`config.mk`:
```
export PLATFORM = sky130hd
export DESIGN_NAME = cap_top
export DESIGN_NICKNAME = d
export VERILOG_FILES = /design/src/logic/cap_pkg.sv /design/src/logic/cap_count_if.sv /design/src/logic/cap_tick_gen.sv /design/src/logic/cap_compare_module.sv /design/src/logic/cap_top.sv
export VERILOG_INCLUDE_DIRS = /design/src /design/src/logic
export SDC_FILE = /design/constraint.sdc
export NUM_CORES = 1
export LEC_CHECK = 0
export ABC_AREA = 1
export BUFFER_PORTS_ARGS = -buffer_cell sky130_fd_sc_hd__buf_2
export CAP_MARGIN = 0
export CORE_ASPECT_RATIO = 0.5
export CORE_MARGIN = 2
export CORE_UTILIZATION = 50
export DETAILED_ROUTE_END_ITERATION = 8
export PLACE_DENSITY = 0.7
export REMOVE_ABC_BUFFERS = 1
export SLEW_MARGIN = 15
export SYNTH_ARGS = -nofsm -noshare
export SYNTH_HDL_FRONTEND = slang
export SYNTH_SLANG_ARGS = --single-unit
```
`constraint.sdc`:
```
create_clock -name clk_sys -period 2.2 [get_ports clk_sys]
set_input_delay 0.33 -clock clk_sys [delete_from_list [all_inputs] [get_ports clk_sys]]
set_output_delay 0.33 -clock clk_sys [all_outputs]
set_load 0.005 [all_outputs]
```
`src/logic/cap_cfg.svh`:
```
`ifndef CAP_CFG_SVH
`define CAP_CFG_SVH

// ----------------------------------------
// Register map, word slot indices and address groups
// ----------------------------------------
`define CAP_OFS_CMODE 3'h0
`define CAP_OFS_COUNT 3'h1
`define CAP_OFS_STAT 3'h2
`define CAP_OFS_MASK 3'h3
`define CAP_GRP_CTRL 3'h0
`define CAP_GRP_MMODE 3'h1
`define CAP_GRP_CMPL 3'h2
`define CAP_GRP_CMPH 3'h3

// ----------------------------------------
// Counter mode register fields
// ----------------------------------------
`define CAP_CM_RUN 0
`define CAP_CM_SRC_LSB 1
`define CAP_CM_SRC_MSB 2
`define CAP_CM_WATCHDOG_RESET_ENABLE 6

// ----------------------------------------
// Module mode register fields
// ----------------------------------------
`define CAP_MM_ECCF 0
`define CAP_MM_PWM 1
`define CAP_MM_TOG 2
`define CAP_MM_MAT 3
`define CAP_MM_COMPARATOR_ENABLE 6

// ----------------------------------------
// Status bits, counts and reset values
// ----------------------------------------
`define CAP_NMOD 5
`define CAP_WDOG_IDX 4
`define CAP_ST_WRAP 5
`define CAP_ST_WDOG 6
`define CAP_DIV12 4'hc
`define CAP_DIV4 4'h4
`define CAP_LOW_MAX 8'hff
`define CAP_CNT_MAX 16'hffff
`define CAP_RST_BYTE 8'h00
`define CAP_RST_STAT 7'h00

`endif

```
`src/logic/cap_pkg.sv`:
```
`default_nettype none
`include "cap_cfg.svh"

package cap_pkg;
  typedef logic [7:0] cap_byte_t;
  typedef enum logic [1:0] {CAP_SRC_DIV12, CAP_SRC_DIV4, CAP_SRC_T0, CAP_SRC_EXT} cap_src_e;

  function automatic logic isPwm(input cap_byte_t m);
    isPwm = m[`CAP_MM_COMPARATOR_ENABLE] & m[`CAP_MM_PWM];
  endfunction

  function automatic logic isCompare(input cap_byte_t m);
    isCompare = m[`CAP_MM_COMPARATOR_ENABLE] & m[`CAP_MM_MAT] & ~m[`CAP_MM_PWM];
  endfunction
endpackage

`default_nettype wire

```
`src/logic/cap_count_if.sv`:
```
`default_nettype none

interface cap_count_if;
  logic [15:0] count;
  logic tick;
  logic advanced;
  modport src(output count, output tick, output advanced);
  modport sink(input count, input tick, input advanced);
endinterface

`default_nettype wire

```
`src/logic/cap_tick_gen.sv`:
```
`default_nettype none
`include "cap_cfg.svh"

module cap_tick_gen (
  input wire logic clk_sys,
  input wire logic rst,
  input wire cap_pkg::cap_src_e src,
  input wire logic timer0Overflow,
  input wire logic extCountIn,
  output logic tick
);
  logic [3:0] prescale;
  logic extPrev;
  wire [3:0] divide = (src == cap_pkg::CAP_SRC_DIV4) ? `CAP_DIV4 : `CAP_DIV12;
  wire preDone = (prescale == divide - 4'h1);
  wire extRise = extCountIn & ~extPrev;
  logic next_tick;

  always_comb begin
    case (src)
      cap_pkg::CAP_SRC_DIV12: next_tick = preDone;
      cap_pkg::CAP_SRC_DIV4: next_tick = preDone;
      cap_pkg::CAP_SRC_T0: next_tick = timer0Overflow;
      cap_pkg::CAP_SRC_EXT: next_tick = extRise;
      default: next_tick = 1'b0;
    endcase
  end

  always_ff @(posedge clk_sys) begin
    if (rst) begin
      prescale <= 4'h0;
      extPrev <= 1'b0;
      tick <= 1'b0;
    end else begin
      prescale <= preDone ? 4'h0 : prescale + 4'h1;
      extPrev <= extCountIn;
      tick <= next_tick;
    end
  end
endmodule // cap_tick_gen

`default_nettype wire

```
`src/logic/cap_compare_module.sv`:
```
`default_nettype none
`include "cap_cfg.svh"

module cap_compare_module #(
  parameter bit IS_WDOG = 1'b0
) (
  input wire logic clk_sys,
  input wire logic rst,
  cap_count_if.sink cnt,
  input wire logic wrMode,
  input wire logic wrLow,
  input wire logic wrHigh,
  input wire cap_pkg::cap_byte_t wrData,
  output cap_pkg::cap_byte_t mode,
  output cap_pkg::cap_byte_t cmpLow,
  output cap_pkg::cap_byte_t cmpHigh,
  output logic pin,
  output logic pinOe,
  output logic matchEvent,
  output logic wdogMatch
);
  logic armed;
  wire pwmOn = cap_pkg::isPwm(mode);
  wire cmpOn = cap_pkg::isCompare(mode);
  wire equalNow = cnt.advanced & armed & (cnt.count == {cmpHigh, cmpLow});
  wire match = equalNow & cmpOn;
  // Reload right on the tick that wraps the low byte
  wire reload = pwmOn & cnt.tick & (cnt.count[7:0] == `CAP_LOW_MAX);

  always_ff @(posedge clk_sys) begin
    if (rst) begin
      mode <= `CAP_RST_BYTE;
      cmpLow <= `CAP_RST_BYTE;
      cmpHigh <= `CAP_RST_BYTE;
      armed <= 1'b1;
      pin <= 1'b0;
      pinOe <= 1'b0;
      matchEvent <= 1'b0;
      wdogMatch <= 1'b0;
    end else begin
      if (wrMode) mode <= wrData;
      if (wrLow) cmpLow <= wrData;
      else if (reload) cmpLow <= cmpHigh;
      if (wrHigh) cmpHigh <= wrData;
      if (wrLow) armed <= 1'b0;
      else if (wrHigh) armed <= 1'b1;
      if (pwmOn) pin <= (cnt.count[7:0] >= cmpLow);
      else if (match & mode[`CAP_MM_TOG]) pin <= ~pin;
      pinOe <= pwmOn | (cmpOn & mode[`CAP_MM_TOG]);
      matchEvent <= match;
      wdogMatch <= IS_WDOG & match;
    end
  end
endmodule // cap_compare_module

`default_nettype wire

```
`src/logic/cap_top.sv`:
```
// The implementer's own choices: the Wishbone interface to the registers and the register addresses.
`default_nettype none
`include "cap_cfg.svh"

module cap_top (
  input wire logic clk_sys,
  input wire logic rst,
  input wire logic wb_cyc_i,
  input wire logic wb_stb_i,
  input wire logic wb_we_i,
  input wire logic [7:0] wb_adr_i,
  input wire logic [31:0] wb_dat_i,
  input wire logic [3:0] wb_sel_i,
  output logic [31:0] wb_dat_o,
  output logic wb_ack_o,
  input wire logic timer0Overflow,
  input wire logic extCountIn,
  output logic [4:0] moduleIoPin,
  output logic [4:0] moduleIoPinOe,
  output logic internalReset,
  output logic irq
);
  // ----------------------------------------
  // Bus decode
  // ----------------------------------------
  wire busReq = wb_cyc_i & wb_stb_i;
  // Writes commit on the edge the master sees ack
  wire busWrite = busReq & wb_we_i & wb_ack_o;
  wire [2:0] group = wb_adr_i[7:5];
  wire [2:0] slot = wb_adr_i[4:2];
  wire ctrlHit = (group == `CAP_GRP_CTRL) & ~wb_adr_i[4];
  wire wrLane0 = busWrite & wb_sel_i[0];
  wire wrLane1 = busWrite & wb_sel_i[1];
  wire wrCmode = wrLane0 & ctrlHit & (slot == `CAP_OFS_CMODE);
  wire wrCountL = wrLane0 & ctrlHit & (slot == `CAP_OFS_COUNT);
  wire wrCountH = wrLane1 & ctrlHit & (slot == `CAP_OFS_COUNT);
  wire wrStat = wrLane0 & ctrlHit & (slot == `CAP_OFS_STAT);
  wire wrMask = wrLane0 & ctrlHit & (slot == `CAP_OFS_MASK);
  wire [7:0] wrByte = wb_dat_i[7:0];

  function automatic logic modWrite(input logic [2:0] grp, input logic [2:0] idx);
    modWrite = wrLane0 & (group == grp) & (slot == idx);
  endfunction

  // ----------------------------------------
  // Control registers
  // ----------------------------------------
  cap_pkg::cap_byte_t counterMode;
  logic [15:0] count;
  logic countAdvanced;
  logic [6:0] status;
  logic [6:0] mask;
  logic [6:0] next_status;
  logic rawTick;

  wire running = counterMode[`CAP_CM_RUN];
  wire wdogEnable = counterMode[`CAP_CM_WATCHDOG_RESET_ENABLE];
  wire cap_pkg::cap_src_e srcSel = cap_pkg::cap_src_e'(counterMode[`CAP_CM_SRC_MSB:`CAP_CM_SRC_LSB]);
  wire runTick = running & rawTick;
  wire countWrap = runTick & (count == `CAP_CNT_MAX);

  // ----------------------------------------
  // Counter clock source
  // ----------------------------------------
  cap_tick_gen u_tick (
    .clk_sys(clk_sys),
    .rst(rst),
    .src(srcSel),
    .timer0Overflow(timer0Overflow),
    .extCountIn(extCountIn),
    .tick(rawTick)
  );

  // ----------------------------------------
  // Shared time base
  // ----------------------------------------
  cap_count_if cntBus ();
  assign cntBus.count = count;
  assign cntBus.tick = runTick;
  assign cntBus.advanced = countAdvanced;

  // ----------------------------------------
  // Compare modules
  // ----------------------------------------
  cap_pkg::cap_byte_t modeArr [`CAP_NMOD];
  cap_pkg::cap_byte_t lowArr [`CAP_NMOD];
  cap_pkg::cap_byte_t highArr [`CAP_NMOD];
  logic [4:0] pinVec;
  logic [4:0] oeVec;
  logic [4:0] matchVec;
  logic [4:0] wdogVec;
  logic [4:0] eccfVec;

  genvar gi;
  generate
    for (gi = 0; gi < `CAP_NMOD; gi = gi + 1) begin : g_mod
      cap_compare_module #(
        .IS_WDOG(gi == `CAP_WDOG_IDX)
      ) u_cmp (
        .clk_sys(clk_sys),
        .rst(rst),
        .cnt(cntBus.sink),
        .wrMode(modWrite(`CAP_GRP_MMODE, 3'(gi))),
        .wrLow(modWrite(`CAP_GRP_CMPL, 3'(gi))),
        .wrHigh(modWrite(`CAP_GRP_CMPH, 3'(gi))),
        .wrData(wrByte),
        .mode(modeArr[gi]),
        .cmpLow(lowArr[gi]),
        .cmpHigh(highArr[gi]),
        .pin(pinVec[gi]),
        .pinOe(oeVec[gi]),
        .matchEvent(matchVec[gi]),
        .wdogMatch(wdogVec[gi])
      );
      // Interrupt enable gates only the flag, never the pin
      assign eccfVec[gi] = modeArr[gi][`CAP_MM_ECCF];
    end
  endgenerate

  assign moduleIoPin = pinVec;
  assign moduleIoPinOe = oeVec;

  // ----------------------------------------
  // Watchdog reset
  // ----------------------------------------
  // Internal only; there is no path to the external reset pin
  wire wdogFire = wdogVec[`CAP_WDOG_IDX] & wdogEnable;

  // ----------------------------------------
  // Event status, set wins over clear
  // ----------------------------------------
  wire [6:0] events = {wdogFire, countWrap, matchVec & eccfVec};
  wire [6:0] clearBits = wrStat ? wb_dat_i[6:0] : 7'h00;

  always_comb begin
    next_status = (status & ~clearBits) | events;
  end

  // ----------------------------------------
  // Register updates
  // ----------------------------------------
  always_ff @(posedge clk_sys) begin
    if (rst) begin
      counterMode <= `CAP_RST_BYTE;
      mask <= `CAP_RST_STAT;
      status <= `CAP_RST_STAT;
      irq <= 1'b0;
      internalReset <= 1'b0;
    end else begin
      if (wrCmode) counterMode <= wrByte;
      if (wrMask) mask <= wb_dat_i[6:0];
      status <= next_status;
      irq <= |(next_status & mask);
      internalReset <= wdogFire;
    end
  end

  // Bus writes to the counter win over the increment
  always_ff @(posedge clk_sys) begin
    if (rst) begin
      count <= 16'h0000;
      countAdvanced <= 1'b0;
    end else begin
      if (wrCountL | wrCountH) begin
        if (wrCountL) count[7:0] <= wrByte;
        if (wrCountH) count[15:8] <= wb_dat_i[15:8];
      end else if (runTick) begin
        count <= count + 16'h0001;
      end
      countAdvanced <= runTick | wrCountL | wrCountH;
    end
  end

  // ----------------------------------------
  // Read mux
  // ----------------------------------------
  wire modHit = (slot < 3'(`CAP_NMOD));
  logic [31:0] readWord;

  always_comb begin
    readWord = 32'h0000_0000;
    case (group)
      `CAP_GRP_CTRL: begin
        if (ctrlHit) begin
          case (slot)
            `CAP_OFS_CMODE: readWord = {24'h000000, counterMode};
            `CAP_OFS_COUNT: readWord = {16'h0000, count};
            `CAP_OFS_STAT: readWord = {25'h0000000, status};
            `CAP_OFS_MASK: readWord = {25'h0000000, mask};
            default: readWord = 32'h0000_0000;
          endcase
        end
      end
      `CAP_GRP_MMODE: if (modHit) readWord = {24'h000000, modeArr[slot]};
      `CAP_GRP_CMPL: if (modHit) readWord = {24'h000000, lowArr[slot]};
      `CAP_GRP_CMPH: if (modHit) readWord = {24'h000000, highArr[slot]};
      default: readWord = 32'h0000_0000;
    endcase
  end

  // ----------------------------------------
  // Bus answer: one wait, ack for one cycle
  // ----------------------------------------
  always_ff @(posedge clk_sys) begin
    if (rst) begin
      wb_ack_o <= 1'b0;
      wb_dat_o <= 32'h0000_0000;
    end else begin
      wb_ack_o <= busReq & ~wb_ack_o;
      if (busReq & ~wb_ack_o) wb_dat_o <= readWord;
    end
  end
endmodule // cap_top

`default_nettype wire

```
==> impl_table.tex <==
\begin{tabular}{lr}
\hline
Metric & Value \\
\hline
\multicolumn{2}{l}{\textbf{Run status}} \\
Status & finished, final reports clean \\
\multicolumn{2}{l}{\textbf{GRT}} \\
Remaining Overflow, GRT & 0 \\
Largest net degree at the start of global routing & 81 \\
First-pass GRT wire length & 62.2 mm \\
Antenna violations before repair & 1 \\
Overall track demand over capacity in global routing & 33.8\% \\
Number of global-route vias before repair & 10521 \\
\multicolumn{2}{l}{\textbf{STA}} \\
Final setup violation count & 0 \\
Number of failing hold endpoints at the final stage & 0 \\
Worst max-slew margin expressed relative to the limit & 53.3\% \\
Share of the clock period used by the worst path & 93.4\% \\
Worst clock skew & 0.0279 ns \\
Achievable clock frequency & 487 MHz \\
Slew @ Worst Pin & 0.700 ns \\
Minimum period implied by the final worst setup slack & 2.05 ns \\
Pins Over Slew Limit & 0 \\
Unrepaired setup endpoints after global routing & no \\
\multicolumn{2}{l}{\textbf{Floorplan}} \\
Top-level port count & 96 \\
Number of cell rows & 39 \\
DIE AREA & 0.0243 mm² \\
Die H & 111 µm \\
Initial core utilization & 50.6\% \\
Die Wd & 218 µm \\
Core box area & 0.0227 mm² \\
\multicolumn{2}{l}{\textbf{Setup path}} \\
Stage delay of the slowest cell on the critical path & 0.39 ns \\
Most frequent cell on the critical path & buf\_4 \\
Chain of cells forming the critical path & buf\_4, ha\_1, nand2\_1, inv\_1, nand3\_1, nor3\_2, buf\_4, nand3b\_1, nor4\_4, buf\_4 \\
Setup crit start kind & flop \\
Worst path arrival time & 2.54 ns \\
Critical Path Sink Type & flop \\
Worst-path maximum fanout & 6 \\
Cell with the largest stage delay on the worst path & dfxtp\_2 \\
Crit Path Category & reg -> reg \\
Required time at the endpoint of the critical path & 2.69 ns \\
\multicolumn{2}{l}{\textbf{Power and ir drop}} \\
Cell internal pwr & 5.85 mW \\
Switching part of the total power & 25.1\% \\
Power share of the combinational group & 5.3\% \\
Leakage component of the power & 5.62 nW \\
Power per standard cell area & 591 mW/mm² \\
Relative contribution of sequential cells to total power & 47.4\% \\
Switching pwr & 1.96 mW \\
Overall power after layout & 7.81 mW \\
Clock group share of total power & 47.3\% \\
Maximum vdd ir drop & 0.588 mV \\
\multicolumn{2}{l}{\textbf{Layout}} \\
Most used cells in the layout excluding fill and tap cells & 451 x nand2\_1, 205 x a21oi\_1, 197 x dfxtp\_1, 193 x o21ai\_0, 138 x inv\_1 \\
Number of filler instances in the final layout & 2223 \\
Most common library cell in the layout ignoring fill and taps & nand2\_1 \\
Register area & 0.00409 mm² \\
Total area of multi-input combinational cells & 0.00635 mm² \\
Final-stage net count & 1902 \\
Fraction of layout cells with a size suffix above 1 & 14.1\% \\
Area grow syn2layout & 15.1\% \\
Final core area utilization & 58.2\% \\
\multicolumn{2}{l}{\textbf{Clocking}} \\
Max clock buf depth & 3 \\
Root buf cell & clkbuf\_16 \\
CTS tree & done \\
Clock input transition at the sequential cells of the worst setup and hold paths & 0.07 ns \\
Total clock buffers created by CTS & 20 \\
Clock latency on the worst-skew pair & 0.54 ns \\
Sinks on the clock net & 204 \\
CTS HTree Levels & 1 \\
Hold-fix buffers, CTS & 0 \\
\multicolumn{2}{l}{\textbf{Drt}} \\
Routed length per instance & 19.2 µm \\
Met3 routed WL & 6.18 mm \\
Detailed Routing Iterations Pass 1 & 6 \\
DR vias/cell & 5.56 \\
Detailed-route wire length & 40.9 mm \\
Iteration-0 DRC count of the detailed router & 1588 \\
Uppermost signal routing layer after detailed routing & met4 \\
DRC violations left & 0 \\
Routed length on met1 & 18.4 mm \\
Total number of vias & 11845 \\
Number of nets still failing antenna checks after routing & 0 \\
Routed met2 length & 15.5 mm \\
\multicolumn{2}{l}{\textbf{Synthesis}} \\
Register area share after synthesis & 35.6\% \\
Number of cells produced by synthesis & 1724 \\
Post-synth EDFFs & 0 \\
Most instantiated flip-flop cell in the synthesis netlist & dfxtp\_1 \\
Count of cell types in the netlist & 44 \\
Flip-flop and latch count after synthesis & 204 \\
Synth Warn \# & 0 \\
Async S/R FF share, synth & 0\% \\
Mean instance size in the synthesized netlist & 6.66 µm² \\
Netlist area before placement & 0.0115 mm² \\
\multicolumn{2}{l}{\textbf{Run}} \\
Count of max-cap constraint violations & 0 \\
\multicolumn{2}{l}{\textbf{Placed design}} \\
Weighted congestion reported at the end of routability-driven placement & 1.03 \\
Dpl hpwl & 30.7 mm \\
Quantity of I/O buffers inserted on ports & 59 \\
\multicolumn{2}{l}{\textbf{Min path}} \\
Path category of the worst min-delay check & in -> reg \\
\hline
\end{tabular}
==> through the flow <==
step	hold WS (ns)	instances	cell area [µm²]	worst slack (ns)	setup TNS, ns
floorplan	0.399	1633	11000	-0.153	-11.69
global placement	0.433	2093	12400	-0.0975	-0.0975
detailed placement	0.437	2093	12400	-0.0286	-0.0286
CTS	0.00844	2129	13100	0.0624	0
global route	0.0301	2130	13200	0.0281	0
finish	0.0106	2131	13200	0.146	0
==> layer usage <==
layer / vias up / track usage, %
li1: 5818 / -
met1: 5325 / 50.0
met3: 72 / 13.5
met2: 630 / 44.9
met5: - / 0
met4: 0 / 7.66
==> registers in the layout, summed over array words and instances, names as in the netlist, 4 cells and up <==
signal                  count
wb_dat_o                   16
g_mod.u_cmp.cmpLow         40
u_tick.prescale             4
g_mod.u_cmp.cmpHigh        40
g_mod.u_cmp.matchEvent      5
status                      7
g_mod.u_cmp.pin             5
cntBus.count               16
mask                        7
g_mod.u_cmp.pinOe           5
g_mod.u_cmp.mode           40
counterMode                 8
g_mod.u_cmp.armed           5
==> cells in the mapped netlist (14+ instances only) <==
cell / number / area, µm²
nor2_1: 116 / 435
nand2_1: 451 / 1690
ha_1: 42 / 526
o21ai_0: 194 / 971
o21ai_1: 31 / 155
xor2_1: 14 / 123
nand3_1: 69 / 345
clkbuf_1: 47 / 176
nand4_1: 21 / 131
a21oi_1: 205 / 1030
buf_2: 23 / 115
inv_1: 140 / 526
buf_4: 33 / 248
dfxtp_1: 204 / 4080
nor3_1: 19 / 95.1
==> cell type report <==
cell class	count	share of cell area, %
clock buffer	26	4.19
timing repair buffer	154	8.30
clock inverter	10	1.00
multi-input combinational	1274	48.1
inverter	155	4.45
tap	307	2.91
antenna	1	0.0190
sequential	204	31.0
==> power by group through the flow <==
stage / clock [mW] / sequential [mW] / combinational (mW)
2_1_floorplan: 0 / 3.79 / 0.151
3_3_place_gp: 0 / 3.79 / 0.394
3_5_place_dp: 0 / 3.79 / 0.395
4_1_cts: 3.70 / 3.70 / 0.396
5_1_grt: 3.84 / 3.70 / 0.436
6_report: 3.70 / 3.70 / 0.414
==> cells by family (layout without fill, tap and decap cells) <==
kind of cell / count (synthesis) / count (layout) / share of synthesized area (%)
xor+xnor: 21 / 21 / 1.60
other cells: 1 / 17 / 0.0327
buf+inv: 261 / 345 / 9.88
fa+ha+maj: 42 / 42 / 4.58
compound gates: 468 / 468 / 21.3
flops: 204 / 204 / 35.6
simple gates: 727 / 727 / 27.0
==> timing repair <==
action	in CTS	in global routing
setup endpoints to repair	1	32
pin swaps	0	1
setup buffers	0	1
resized for setup	1	15
==> worst max-delay path, delay by kind of cell (launching register included) <==
family / cells / cell delay, ns
adder cells (fa/ha/maj): 1 / 0.29
buffers and inverters: 4 / 0.55
flip-flops: 1 / 0.39
AND/OR/NAND/NOR: 5 / 0.78
==> worst paths after layout <==
check                           slack, ns  cells after the start                   endpoint          startpoint
worst max-delay path                 0.15                     10  g_mod[4].u_cmp.matchEvent     cntBus.count[7]
worst min-delay path                 0.01                      3             u_tick.extPrev          extCountIn
worst max register to register       0.15                     10  g_mod[4].u_cmp.matchEvent     cntBus.count[7]
worst min register to register       0.45                      1         u_tick.prescale[0]  u_tick.prescale[0]
Power figures use the tool's default switching activity.
